===== src/logic/ascf_pkg.sv =====
// Package with constants and types for the alarm status command frontend
// Summary of operation
// - Two alarms trigger at concentration >= limit
// - Any-alarm indicator blinks while an alarm active
// - Board indicator per alarm follows its state
// - Per-alarm latch mode and limit set independently
// - Non-latching alarm clears itself below limit
// - Latching alarm holds until clear request
// - Panel clear key requests clear of alarms
// - Serial clear command requests the same clear
// - Clear drops only alarms whose condition ended
// - Reset: latching, limits 100 and 300 ppb
// - Sensor-ok off on detector voltage out of window
// - Invalid-reading on pressure, negative, over-range
// - Digital status outputs mirror the four indicators
// - All characters ASCII, numbers decimal text
// - Command address defaults to one
// - Checksum is decimal sum of preceding codes
// - Commands without checksum are valid
// - Commands and responses end with CR
// - Half-duplex on multi-drop link
// - Response: address, colon, data, hash, checksum, CR
// - Alarm query reports lower then upper, 0/1
`default_nettype none
package ascf_pkg;
  localparam int          CLK_HZ         = 25_000_000;
  localparam int          BLINK_MS       = 250;
  localparam int          BLINK_CYC      = CLK_HZ / 1000 * BLINK_MS;
  localparam logic [15:0] LOW_LIMIT_RST  = 16'h0064;  // 100 ppb
  localparam logic [15:0] HIGH_LIMIT_RST = 16'h012c;  // 300 ppb
  localparam logic [12:0] SENSOR_MAX_MV  = 13'h1383;  // 4995 mV
  localparam logic [12:0] REF_LO_MV      = 13'h03e8;  // 1000 mV
  localparam logic [12:0] LAMP_LO_MV     = 13'h09c4;  // 2500 mV
  localparam logic [11:0] PRESS_MAX_CPSI = 12'h5d2;   // 14.9 psia in 0.01 psi
  localparam logic [3:0]  ADDR_RST       = 4'h1;
  localparam logic [7:0]  CH_CR          = 8'h0d;
  localparam logic [7:0]  CH_COLON       = 8'h3a;
  localparam logic [7:0]  CH_HASH        = 8'h23;
  localparam logic [7:0]  CH_COMMA       = 8'h2c;
  localparam logic [7:0]  CH_ZERO        = 8'h30;
  localparam logic [7:0]  CH_NINE        = 8'h39;
  localparam logic [7:0]  CH_O           = 8'h4f;
  localparam logic [7:0]  CH_K           = 8'h4b;
  localparam int          CMD_MAX        = 8;
  localparam int          RSP_MAX        = 16;
  // Command codes recognised by the frontend
  typedef enum logic [1:0] {
    ASCF_CMD_NONE  = 2'b00,
    ASCF_CMD_CLEAR = 2'b01,
    ASCF_CMD_QUERY = 2'b10
  } ascf_cmd_type;
  // Receive parser states
  typedef enum logic [2:0] {
    ASCF_RX_ADDR = 3'b000,
    ASCF_RX_CMD  = 3'b001,
    ASCF_RX_DATA = 3'b010,
    ASCF_RX_SUM  = 3'b011,
    ASCF_RX_SKIP = 3'b100
  } ascf_rx_type;
endpackage
`default_nettype wire


===== src/logic/ascf_top.sv =====
// Alarm, status indicator and serial command framing logic
`default_nettype none
module ascf_top
  import ascf_pkg::*;
(
  // Clock and reset
  input  wire logic        core_clk_in,
  input  wire logic        arst_n_in,
  // Measurements
  input  wire logic [15:0] conc_in,
  input  wire logic        conc_neg_in,
  input  wire logic        over_range_in,
  input  wire logic [12:0] ref_mv_in,
  input  wire logic [12:0] meas_mv_in,
  input  wire logic [11:0] press_cpsi_in,
  // Alarm configuration
  input  wire logic        low_latch_in,
  input  wire logic        high_latch_in,
  input  wire logic        cfg_we_in,
  input  wire logic [15:0] low_limit_in,
  input  wire logic [15:0] high_limit_in,
  input  wire logic        panel_clear_key_in,
  // Serial receive byte stream
  input  wire logic        rx_valid_in,
  input  wire logic [7:0]  rx_data_in,
  // Serial transmit byte stream
  input  wire logic        tx_ready_in,
  output logic             tx_valid_out,
  output logic [7:0]       tx_data_out,
  output logic             tx_drive_en_out,
  // Indicators and digital status outputs
  output logic             sensor_ok_led_out,
  output logic             invalid_led_out,
  output logic             lamp_low_led_out,
  output logic             alarm_led_out,
  output logic             first_alarm_board_indicator_out,
  output logic             second_alarm_board_indicator_out,
  output logic [3:0]       status_dout_out
);
  // Decimal digit test used by the parser
  function automatic logic is_digit(input logic [7:0] c);
    is_digit = (c >= CH_ZERO) && (c <= CH_NINE);
  endfunction

  // Configuration state
  logic [15:0] low_limit_r, low_limit_nxt, high_limit_r, high_limit_nxt;
  logic        low_latch_r, low_latch_nxt, high_latch_r, high_latch_nxt;
  logic [3:0]  addr_r;
  logic        first_level_alarm, second_level_alarm;
  logic        clear_req;
  logic        alarm_clear_command;

  // Limit and mode registers load on a configuration strobe
  always_comb begin
    low_limit_nxt  = low_limit_r;
    high_limit_nxt = high_limit_r;
    low_latch_nxt  = low_latch_r;
    high_latch_nxt = high_latch_r;
    if (cfg_we_in) begin
      low_limit_nxt  = low_limit_in;
      high_limit_nxt = high_limit_in;
      low_latch_nxt  = low_latch_in;
      high_latch_nxt = high_latch_in;
    end
  end

  always_ff @(posedge core_clk_in or negedge arst_n_in) begin
    if (!arst_n_in) begin
      low_limit_r  <= LOW_LIMIT_RST;
      high_limit_r <= HIGH_LIMIT_RST;
      low_latch_r  <= 1'b1;
      high_latch_r <= 1'b1;
      addr_r       <= ADDR_RST;
    end else begin
      low_limit_r  <= low_limit_nxt;
      high_limit_r <= high_limit_nxt;
      low_latch_r  <= low_latch_nxt;
      high_latch_r <= high_latch_nxt;
      addr_r       <= addr_r;
    end
  end

  // Key and serial command share one clear request
  assign clear_req = panel_clear_key_in || alarm_clear_command;

  ascf_alarm u_low (
    .core_clk_in  (core_clk_in),
    .arst_n_in    (arst_n_in),
    .latch_mode_in(low_latch_r),
    .limit_in     (low_limit_r),
    .conc_in      (conc_in),
    .conc_neg_in  (conc_neg_in),
    .clear_req_in (clear_req),
    .active_out   (first_level_alarm)
  );

  ascf_alarm u_high (
    .core_clk_in  (core_clk_in),
    .arst_n_in    (arst_n_in),
    .latch_mode_in(high_latch_r),
    .limit_in     (high_limit_r),
    .conc_in      (conc_in),
    .conc_neg_in  (conc_neg_in),
    .clear_req_in (clear_req),
    .active_out   (second_level_alarm)
  );

  // Blink timer and indicator registers
  logic [23:0] blink_cnt_r, blink_cnt_nxt;
  logic        blink_r, blink_nxt;
  logic        sok_nxt, inv_nxt, lamp_nxt, alm_nxt;

  always_comb begin
    blink_cnt_nxt = blink_cnt_r + 24'h000001;
    blink_nxt     = blink_r;
    if (blink_cnt_r == 24'(BLINK_CYC - 1)) begin
      blink_cnt_nxt = 24'h000000;
      blink_nxt     = !blink_r;
    end
    sok_nxt  = !((ref_mv_in > SENSOR_MAX_MV) || (meas_mv_in > SENSOR_MAX_MV)
                 || (ref_mv_in < REF_LO_MV));
    inv_nxt  = (press_cpsi_in > PRESS_MAX_CPSI) || conc_neg_in || over_range_in;
    lamp_nxt = ref_mv_in < LAMP_LO_MV;
    alm_nxt  = (first_level_alarm || second_level_alarm) && blink_r;
  end

  always_ff @(posedge core_clk_in or negedge arst_n_in) begin
    if (!arst_n_in) begin
      blink_cnt_r                      <= 24'h000000;
      blink_r                          <= 1'b0;
      sensor_ok_led_out                <= 1'b0;
      invalid_led_out                  <= 1'b0;
      lamp_low_led_out                 <= 1'b0;
      alarm_led_out                    <= 1'b0;
      first_alarm_board_indicator_out  <= 1'b0;
      second_alarm_board_indicator_out <= 1'b0;
      status_dout_out                  <= 4'h0;
    end else begin
      blink_cnt_r                      <= blink_cnt_nxt;
      blink_r                          <= blink_nxt;
      sensor_ok_led_out                <= sok_nxt;
      invalid_led_out                  <= inv_nxt;
      lamp_low_led_out                 <= lamp_nxt;
      alarm_led_out                    <= alm_nxt;
      first_alarm_board_indicator_out  <= first_level_alarm;
      second_alarm_board_indicator_out <= second_level_alarm;
      status_dout_out                  <= {alm_nxt, lamp_nxt, inv_nxt, sok_nxt};
    end
  end

  // Receive parser state
  ascf_rx_type rx_st_r, rx_st_nxt;
  logic [7:0]  cmd_buf_r [CMD_MAX];
  logic [7:0]  cmd_buf_nxt [CMD_MAX];
  logic [3:0]  cmd_len_r, cmd_len_nxt;
  logic [15:0] sum_r, sum_nxt, rx_sum_r, rx_sum_nxt;
  logic        has_sum_r, has_sum_nxt;
  logic        cmd_ok;
  ascf_cmd_type exec_cmd;
  logic        busy_r;

  // Match the command text against the two known strings
  function automatic ascf_cmd_type decode(input logic [7:0] b [CMD_MAX],
                                          input logic [3:0] n);
    decode = ASCF_CMD_NONE;
    if (n == 4'h6 && {b[0], b[1], b[2], b[3], b[4], b[5]} == {"ALM", "ACK"}) begin
      decode = ASCF_CMD_CLEAR;
    end else if (n == 4'h7 && {b[0], b[1], b[2], b[3], b[4], b[5], b[6]} == {"ALM", "STAT"}) begin
      decode = ASCF_CMD_QUERY;
    end
  endfunction

  always_comb begin
    rx_st_nxt   = rx_st_r;
    cmd_buf_nxt = cmd_buf_r;
    cmd_len_nxt = cmd_len_r;
    sum_nxt     = sum_r;
    rx_sum_nxt  = rx_sum_r;
    has_sum_nxt = has_sum_r;
    exec_cmd    = ASCF_CMD_NONE;
    cmd_ok      = 1'b0;
    if (rx_valid_in && !busy_r) begin
      if (rx_data_in == CH_CR) begin
        cmd_ok = (rx_st_r != ASCF_RX_SKIP) && (rx_st_r != ASCF_RX_ADDR)
                 && (!has_sum_r || rx_sum_r == sum_r);
        if (cmd_ok) begin
          exec_cmd = decode(cmd_buf_r, cmd_len_r);
        end
        rx_st_nxt   = ASCF_RX_ADDR;
        cmd_len_nxt = 4'h0;
        sum_nxt     = 16'h0000;
        rx_sum_nxt  = 16'h0000;
        has_sum_nxt = 1'b0;
      end else begin
        if (rx_st_r != ASCF_RX_SUM) begin
          sum_nxt = sum_r + {8'h00, rx_data_in};
        end
        case (rx_st_r)
          ASCF_RX_ADDR: begin
            rx_st_nxt = (is_digit(rx_data_in) && rx_data_in[3:0] == addr_r)
                        ? ASCF_RX_CMD : ASCF_RX_SKIP;
          end
          ASCF_RX_CMD: begin
            if (rx_data_in == CH_COLON) begin
              rx_st_nxt = ASCF_RX_DATA;
            end else if (rx_data_in == CH_HASH) begin
              rx_st_nxt   = ASCF_RX_SUM;
              has_sum_nxt = 1'b1;
              sum_nxt     = sum_r;
            end else if (cmd_len_r < 4'(CMD_MAX)) begin
              cmd_buf_nxt[cmd_len_r[2:0]] = rx_data_in;
              cmd_len_nxt                 = cmd_len_r + 4'h1;
            end else begin
              cmd_len_nxt = 4'hf;  // Overlong name matches nothing
            end
          end
          ASCF_RX_DATA: begin
            if (rx_data_in == CH_HASH) begin
              rx_st_nxt   = ASCF_RX_SUM;
              has_sum_nxt = 1'b1;
              sum_nxt     = sum_r;
            end
          end
          ASCF_RX_SUM: begin
            if (is_digit(rx_data_in)) begin
              rx_sum_nxt = 16'(rx_sum_r * 16'd10) + {12'h000, rx_data_in[3:0]};
            end else begin
              rx_st_nxt = ASCF_RX_SKIP;
            end
          end
          default: begin
            rx_st_nxt = rx_st_r;
          end
        endcase
      end
    end
  end

  assign alarm_clear_command = (exec_cmd == ASCF_CMD_CLEAR);

  always_ff @(posedge core_clk_in or negedge arst_n_in) begin
    if (!arst_n_in) begin
      rx_st_r   <= ASCF_RX_ADDR;
      cmd_len_r <= 4'h0;
      sum_r     <= 16'h0000;
      rx_sum_r  <= 16'h0000;
      has_sum_r <= 1'b0;
      for (int i = 0; i < CMD_MAX; i++) begin
        cmd_buf_r[i] <= 8'h00;
      end
    end else begin
      rx_st_r   <= rx_st_nxt;
      cmd_len_r <= cmd_len_nxt;
      sum_r     <= sum_nxt;
      rx_sum_r  <= rx_sum_nxt;
      has_sum_r <= has_sum_nxt;
      cmd_buf_r <= cmd_buf_nxt;
    end
  end

  // Response builder: text, then hash, decimal checksum, CR
  logic [7:0]  rsp_r [RSP_MAX];
  logic [7:0]  rsp_nxt [RSP_MAX];
  logic [4:0]  rsp_len_r, rsp_len_nxt, rsp_idx_r, rsp_idx_nxt;
  logic        busy_nxt, tx_valid_nxt;
  logic [7:0]  tx_data_nxt;
  logic [15:0] csum;
  logic [7:0]  a_ch, lo_ch, up_ch;

  always_comb begin
    rsp_nxt      = rsp_r;
    rsp_len_nxt  = rsp_len_r;
    rsp_idx_nxt  = rsp_idx_r;
    busy_nxt     = busy_r;
    tx_valid_nxt = tx_valid_out;
    tx_data_nxt  = tx_data_out;
    a_ch  = CH_ZERO | {4'h0, addr_r};
    lo_ch = CH_ZERO | {7'h00, first_level_alarm};
    up_ch = CH_ZERO | {7'h00, second_level_alarm};
    csum  = 16'h0000;
    if (exec_cmd != ASCF_CMD_NONE) begin
      if (exec_cmd == ASCF_CMD_QUERY) begin
        csum = {8'h00, a_ch} + {8'h00, CH_COLON} + {8'h00, lo_ch}
               + {8'h00, CH_COMMA} + {8'h00, up_ch};
        rsp_nxt[0] = a_ch;
        rsp_nxt[1] = CH_COLON;
        rsp_nxt[2] = lo_ch;
        rsp_nxt[3] = CH_COMMA;
        rsp_nxt[4] = up_ch;
        rsp_len_nxt = 5'h05;
      end else begin
        csum = {8'h00, a_ch} + {8'h00, CH_COLON} + {8'h00, CH_O} + {8'h00, CH_K};
        rsp_nxt[0] = a_ch;
        rsp_nxt[1] = CH_COLON;
        rsp_nxt[2] = CH_O;
        rsp_nxt[3] = CH_K;
        rsp_len_nxt = 5'h04;
      end
      // Checksum in three decimal digits, max 5 chars of 0x7f
      rsp_nxt[rsp_len_nxt[3:0]]        = CH_HASH;
      rsp_nxt[rsp_len_nxt[3:0] + 4'h1] = CH_ZERO | 8'(csum / 16'd100);
      rsp_nxt[rsp_len_nxt[3:0] + 4'h2] = CH_ZERO | 8'((csum / 16'd10) % 16'd10);
      rsp_nxt[rsp_len_nxt[3:0] + 4'h3] = CH_ZERO | 8'(csum % 16'd10);
      rsp_nxt[rsp_len_nxt[3:0] + 4'h4] = CH_CR;
      rsp_len_nxt  = rsp_len_nxt + 5'h05;
      rsp_idx_nxt  = 5'h00;
      busy_nxt     = 1'b1;
      tx_valid_nxt = 1'b0;
    end else if (busy_r) begin
      if (!tx_valid_out || tx_ready_in) begin
        if (rsp_idx_r == rsp_len_r) begin
          tx_valid_nxt = 1'b0;
          busy_nxt     = 1'b0;
        end else begin
          tx_valid_nxt = 1'b1;
          tx_data_nxt  = rsp_r[rsp_idx_r[3:0]];
          rsp_idx_nxt  = rsp_idx_r + 5'h01;
        end
      end
    end
  end

  always_ff @(posedge core_clk_in or negedge arst_n_in) begin
    if (!arst_n_in) begin
      rsp_len_r       <= 5'h00;
      rsp_idx_r       <= 5'h00;
      busy_r          <= 1'b0;
      tx_valid_out    <= 1'b0;
      tx_data_out     <= 8'h00;
      tx_drive_en_out <= 1'b0;
      for (int i = 0; i < RSP_MAX; i++) begin
        rsp_r[i] <= 8'h00;
      end
    end else begin
      rsp_r           <= rsp_nxt;
      rsp_len_r       <= rsp_len_nxt;
      rsp_idx_r       <= rsp_idx_nxt;
      busy_r          <= busy_nxt;
      tx_valid_out    <= tx_valid_nxt;
      tx_data_out     <= tx_data_nxt;
      tx_drive_en_out <= busy_nxt;
    end
  end
endmodule
`default_nettype wire


===== src/logic/ascf_alarm.sv =====
// One concentration alarm level with latching and clear handling
`default_nettype none
module ascf_alarm
  import ascf_pkg::*;
(
  // Clock and reset
  input  wire logic        core_clk_in,
  input  wire logic        arst_n_in,
  // Configuration and inputs
  input  wire logic        latch_mode_in,
  input  wire logic [15:0] limit_in,
  input  wire logic [15:0] conc_in,
  input  wire logic        conc_neg_in,
  input  wire logic        clear_req_in,
  // State
  output logic             active_out
);
  logic active_r;
  logic active_nxt;
  logic trig;

  // Trigger when reading reaches the limit
  assign trig = !conc_neg_in && (conc_in >= limit_in);

  // Next alarm state
  always_comb begin
    if (trig) begin
      active_nxt = 1'b1;
    end else if (!latch_mode_in) begin
      active_nxt = 1'b0;
    end else if (clear_req_in) begin
      active_nxt = 1'b0;
    end else begin
      active_nxt = active_r;
    end
  end

  always_ff @(posedge core_clk_in or negedge arst_n_in) begin
    if (!arst_n_in) begin
      active_r <= 1'b0;
    end else begin
      active_r <= active_nxt;
    end
  end

  assign active_out = active_r;
endmodule
`default_nettype wire


===== config.mk =====
export PLATFORM = sky130hd
export DESIGN_NAME = ascf_top
export DESIGN_NICKNAME = d
export VERILOG_FILES = /design/src/logic/ascf_pkg.sv /design/src/logic/ascf_top.sv /design/src/logic/ascf_alarm.sv
export SDC_FILE = /design/constraint.sdc
export NUM_CORES = 1
export LEC_CHECK = 0
export ABC_AREA = 1
export ABC_CLOCK_PERIOD_IN_PS = 4700
export BUFFER_PORTS_ARGS = -buffer_cell sky130_fd_sc_hd__buf_4
export CORE_MARGIN = 8
export CORE_UTILIZATION = 25
export DETAILED_ROUTE_END_ITERATION = 6
export HOLD_SLACK_MARGIN = 0.12
export PLACE_DENSITY_LB_ADDON = 0.3
export SLEW_MARGIN = 30
export SYNTH_ARGS = -nofsm -noshare
export SYNTH_HDL_FRONTEND = slang
export SYNTH_SLANG_ARGS = --single-unit

===== constraint.sdc =====
create_clock -name core_clk_in -period 4.7 [get_ports core_clk_in]
set_clock_uncertainty 0.2 [all_clocks]
set_input_delay 0.705 -clock core_clk_in [delete_from_list [all_inputs] [get_ports core_clk_in]]
set_output_delay 0.705 -clock core_clk_in [all_outputs]
set_load 0.01 [all_outputs]

# --- After elaboration in Yosys (flattened, before gate mapping) ---
# Index checks and enable logic that the tools add are counted.
word_totals:
  reg_bits: 323
  in_bits: 104
  out_inout_bits: 20
  elab_cells: 253
op_classes:
  n_addsub: 13
  mul: 1
  div: 4
  order_cmp: 23
  n_eq_ne: 25
  mux: 72
  n_bitwise: 18
  n_reduce_logical: 48
op_table:
  columns: ["cell", "count"]
  rows:
  - ["bitwise mux 128 bit", 3]
  - ["AND 80 bit", 2]
  - ["demux 8 bit (select 4 bit)", 5]
  - ["NOT 80 bit", 2]
  - ["two-way mux 16 bit", 8]
  - ["bitwise OR 48 bit", 2]
  - ["two-way mux 8 bit", 10]
  - ["bitwise mux 64 bit", 1]
  - ["equality test 56 x 55 -> 1 bit (second input constant)", 1]
  - ["equality test 48 x 47 -> 1 bit (second input constant)", 1]
  - ["binary-select mux 8 bit (select 4 bit)", 1]
  - [">= comparator 16 bit", 2]
  - ["modulo 16 x 4 -> 16 bit (second input constant)", 2]
  - ["two-way mux 32 bit", 1]
  - ["case mux 16 bit (2 select lines)", 1]
  - [">= comparator 5 bit (second input constant)", 6]
  - ["NOT 4 -> 5 bit", 6]
  - ["> comparator 13 bit (second input constant)", 2]
  - ["less-than comparator 5 x 1 -> 1 bit (second input constant)", 5]
  - ["two-way mux 5 bit", 5]
  - ["adder 24 x 1 -> 24 bit (second input constant)", 1]
  - ["demux 8 bit (select 3 bit)", 1]
  - ["equality test 24 x 23 -> 1 bit (second input constant)", 1]
  - ["two-way mux 24 bit", 1]
  - ["other kinds (56)", 134]

# --- Depth between registers and ports, before layout ---
depth:
  depth_word: 21
  depth_mapped: 17
  mapped_depth_nobuf: 17

# --- By module ---
# Synthesis repeated with hierarchy kept, for this count alone.
hier_totals:
  cells_unflattened: 1590
  area_unflattened_um2: 12929.9
modules_own_cells:
  columns: ["module", "instances", "cells_each", "area_per_inst_um2", "seq_area_each_um2"]
  rows:
  - ["ascf_top", 1, 1442, 11979.0, 5616.6]
  - ["ascf_alarm", 2, 74, 475.5, 25.0]

# --- Worst setup path before layout ---
# OpenSTA, ideal clock, no wires.
synth_timing:
  path_kind: "input -> register"
  from: "input port rx_data_in[2]"
  to: "register rx_sum_r[11]"
  setup_time_ps: 130
  arrival_ps: 2426
  t_required_ps: 4370
  setup_slack_ps: 1944
  stages: 14
  path_buffers: 1
  path_cell_list: "inv_1 > buf_2 > fa_1 > inv_1 > nand2_1 > a21oi_1 > nand2_1 > nor2_1 > nand2_1 > nor2_1 > nand2_1 > nor2_1 > xor2_1 > o22ai_1"
synth_between:
  elab_chain_cells: 4
  word_cells_on_any_way: 11
  classes_between: "add/sub: 1; order compare: 2; eq/ne: 1; mux: 3; reduce/logical: 4"
synth_lines:
  columns: ["element", "line", "rtl"]
  rows:
  - ["from (decl)", "ascf_top.sv:25", "input wire logic [7:0] rx_data_in,"]
  - ["adder 16 x 4 -> 16 bit (tied with other cells)", "ascf_top.sv:226", "rx_sum_nxt = 16'(rx_sum_r * 16'd10) + {12'h000, rx_data_in[3:0]};"]
  - ["two-way mux 16 bit / logical AND 1 bit (equally long branches)", "ascf_top.sv:225, ascf_top.sv:42", null]
  - ["two-way mux 16 bit / nonzero test 2 bit (equally long branches)", null, null]
  - ["two-way mux 16 bit / AND reduction 3 bit (equally long branches)", null, null]
  - ["to (signal assigned)", "ascf_top.sv:255", "rx_sum_r <= rx_sum_nxt;"]
  - ["to (decl)", "ascf_top.sv:156", "logic [15:0] sum_r, sum_nxt, rx_sum_r, rx_sum_nxt;"]
# Parallel ways exist; a longest one is shown, timed or not. The select of a mux whose other input is x is not followed.
# A chain may end at the register's enable or synchronous reset.

# --- Worst setup path after layout ---
layout_timing:
  from: "register rx_sum_r[1]"
  to: "register rx_sum_r[14]"
layout_between:
  elab_chain_cells: 5
layout_lines:
  columns: ["element", "line", "rtl"]
  rows:
  - ["multiplier 16 x 3 -> 15 bit", "ascf_top.sv:226", null]
  - ["adder 16 x 4 -> 16 bit", "ascf_top.sv:226", null]
  - ["two-way mux 16 bit", "ascf_top.sv:225", "if (is_digit(rx_data_in)) begin"]
  - ["two-way mux 16 bit", "ascf_top.sv:198", "case (rx_st_r)"]
  - ["two-way mux 16 bit", "ascf_top.sv:183", "if (rx_data_in == CH_CR) begin"]
# No other way between the ends. The select of a mux whose other input is x is not followed.

==> flow_summary_export.csv <==
group,metric,value,unit
logic_synthesis,ys_ff_latch,226,
pwr,p_leak,0.00798,uW
timing,maxSlewHeadroom,52.4,%
logic_synthesis,synth_edf_count,0,
logic_synthesis,synth_most_common_cell,"nand2_1",
worst_hold_path,worstHoldStart,"low_limit_in[8]",
logic_synthesis,syn_avg_cell_area,7.78,um^2
logic_synthesis,synth_area_leaders,"dfrtp_1 41%, nand2_1 12%, inv_1 6.9%",
cts,clk_latency,0.57,ns
pwr,power.density,355,nW/um^2
worst_hold_path,hold_path_class,"input pin to register",
global_routing,overflow,0,
final_layout,nets,2028,
detailed_routing,wl_per_cell,14.2,um
placement,io_buffers,119,
logic_synthesis,synth_ff_type,"dfrtp_1",
critical_path,cp.required,4.94,ns
critical_path,path_common_cell,"nand2_1",
critical_path,cpPeakStageDelay,0.45,ns
detailed_routing,dr.pass1.iters,6,
floorplanning,rows,84,
placement,gp_congestion,0.841,
detailed_routing,drtIter0Drc,827,
detailed_routing,postRouteAntennaNets,0,
floorplanning,dieWidth,246,um
pwr,vdd_drop_max,0.268,mV
cts,clkTransAtPathRegs,0.06,ns
timing,fin_ws,1.46,ns
logic_synthesis,yosys-top-cells-count,"428 x nand2_1, 243 x inv_1, 217 x dfrtp_1, 153 x nor2_1, 88 x o21ai_0",
critical_path,reg2reg_depth,14,
timing,hold_viol,0,
global_routing,antenna_found_initial,0,
final_layout,drive_gt1_share,13.4,%
cts,cts_resized,0,
critical_path,critPathKind,"register to register",
global_routing,grt_max_degree,112,
outcome,outcome,"complete, no violations",
detailed_routing,viasPerCell,4.54,
cts,cts_tree,"built",
logic_synthesis,async_flop_share,100,%
logic_synthesis,yosysSeqAreaShare,42.8,%
detailed_routing,vias,11615,
timing,worst_pin_slew,0.714,ns
critical_path,crit_path_start,"rx_sum_r[1]",
logic_synthesis,syn_area,13200,um^2
timing,fmax,309,MHz
timing,fin_crit_sh,69.0,%
critical_path,crit_slowest_cell,"fa_1",
timing,rsz0062_at_grt,"false",
worst_hold_path,whs_path_depth,3,
critical_path,r2r_start,"rx_sum_r[1]",
cts,cts_root_buf,"clkbuf_16",
floorplanning,die_height,246,um
cts,cts.htree.levels,1,
detailed_routing,drc,0,
placement,dp_slack,1.21,ns
detailed_routing,wl,36.5,mm
timing,min_period,3.24,ns
timing,finalSetupViolations,0,
cts,cts_buffers,29,
critical_path,critPathMaxFanout,4,
timing,fin_tns_setup,0,ns
critical_path,critPathCaptureType,"register",
critical_path,crit_chain,"ha_1 > ha_1 > inv_1 > fa_1 > nor2_1 > nand4_1 > nand2_1 > nand2_1 > nor3_1 > nand4_1 > nor2_1 > nand3_1 > nand3_1 > nand2_1",
cts,clock_sinks,226,
logic_synthesis,synthDistinctLibCells,62,
logic_synthesis,syn-num-nets,1880,
cts,clockBufferDepth,3,
floorplanning,core_area,52400,um^2
floorplanning,initial_core_util,25.2,%
global_routing,grt_util_all_layers,11.8,%
global_routing,grt_pass1_vias,11589,
cts,cts_setup_buffers,0,
logic_synthesis,synth_top_area_cell,"dfrtp_1",
floorplanning,die-area,60600,um^2
final_layout,areaGrowthSynthToFinish,21.8,%
logic_synthesis,yosys.area.top_type_share,41.0,%
logic_synthesis,synth_warnings,0,
critical_path,critPathArrivalTime,3.48,ns
flow_run,drv_cap,0,
logic_synthesis,postSynthCellCount,1701,
global_routing,grt_pass1_wl,59.6,mm
critical_path,critPathLaunchType,"register",
timing,drv_slew,0,
placement,dp_hpwl,27.0,mm
floorplanning,pin_count,124,
-- metal layers --
| metal | up-vias | GRT usage, % | wire (um) |
|---|---|---|---|
| li1 | 5867 | - | - |
| met1 | 5435 | 16.7 | 17800 |
| met2 | 251 | 18.7 | 15900 |
| met3 | 62 | 1.66 | 1980 |
| met4 | 0 | 3.38 | 794 |
| met5 | - | 0 | 0 |
-- stage by stage --
stage               power [uW]  utilization [%]  instance area, um^2  hold slack [ns]  cells
detailed placement        3430             28.3                14800            0.252   2480
global placement          3400             28.3                14800            0.248   2480
floorplan                 3030                -                13200            0.174   1701
global route              6070             30.7                16100            0.125   2560
CTS                       5800             30.7                16100            0.121   2559
finish                    5720             30.7                16100            0.153   2561
-- logic make-up (layout without fill, tap and decap cells) --
group | Yosys count | count (layout) | share of synthesized area (%)
adders and majority gates | 75 | 75 | 7.26
buffers and inverters | 291 | 462 | 8.85
DFF | 226 | 226 | 42.8
AOI/OAI and AO/OA | 277 | 277 | 11.9
and+or+nand+nor | 796 | 796 | 26.7
other | 0 | 1 | 0
muxes | 6 | 6 | 0.473
xor gates and xnor gates | 30 | 30 | 1.98
-- where the power goes --
group	leakage (uW)	switching [uW]	internal, uW
registers	0.00284	140	2070
logic	0.00465	757	454
clock network	0.000496	904	1400
-- cell usage in the layout, fill, tap and decap left out, types with 5 or more instances in the layout --
master	count
nor3_1	38
o21ai_1	51
dfstp_2	9
or2_1	6
xor2_1	26
nor2_4	5
buf_4	125
nand3_2	5
a21oi_1	65
ha_1	72
clkinv_2	9
o21ai_0	88
nand3b_1	5
nand2_1	428
nand4_1	36
nor2_1	153
clkbuf_8	6
inv_1	243
nor4_1	14
o211ai_1	5
clkbuf_16	29
dlygate4sd3_1	25
o21ai_2	8
nor2_2	7
o31ai_1	5
nand3_1	73
dfrtp_1	217
inv_2	11
nand2_2	5
o22ai_1	24
o21a_1	5
or2_2	7
-- flip-flops by register name, summed over array words and instances (netlist names) --
signal	count
has_sum_r	1
tx_valid_out	1
rx_st_r	3
sum_r	16
cmd_len_r	4
high_latch_r	1
rsp_idx_r	5
tx_data_out	8
blink_cnt_r	24
second_alarm_board_indicator_out	1
low_latch_r	1
cmd_buf_r	56
rsp_r	48
high_limit_r	16
first_alarm_board_indicator_out	1
alarm_led_out	1
busy_r	1
low_limit_r	16
status_dout_out	3
u_high.active_out	1
rx_sum_r	16
u_low.active_out	1
blink_r	1
-- worst paths after layout --
| kind | end | slack (ns) |
|---|---|---|
| worst max-delay path | rx_sum_r[14] | 1.46 |
| worst max register to register | rx_sum_r[14] | 1.46 |
| min in group asynchronous | alarm_led_out | 0.39 |
| worst min-delay path | low_limit_r[8] | 0.15 |
| worst min register to register | rsp_r[93] | 0.26 |
| max in group asynchronous | sum_r[0] | 2.69 |
-- critical path: cells and delay by family, from the launching register on --
family | cells | cell delay [ns]
simple gates | 10 | 1.40
fa+ha+maj | 3 | 1.02
flops | 1 | 0.44
buf+inv | 1 | 0.08
-- cell type report --
class / count / area, um^2
Timing Repair Buffer: 152 / 1230
Antenna cell: 1 / 2.50
Tap cell: 688 / 861
Fill cell: 5567 / 36300
Sequential cell: 226 / 5670
Clock inverter: 16 / 179
Clock buffer: 38 / 820
Inverter: 256 / 961
Multi-Input combinational cell: 1184 / 6400
-- timing repair --
item | 4_1_cts | 5_1_grt
setup endpoints to repair | 0 | 0
hold endpoints to repair | 126 | 0
hold buffers | 25 | 0
Power figures use the tool's default switching activity.
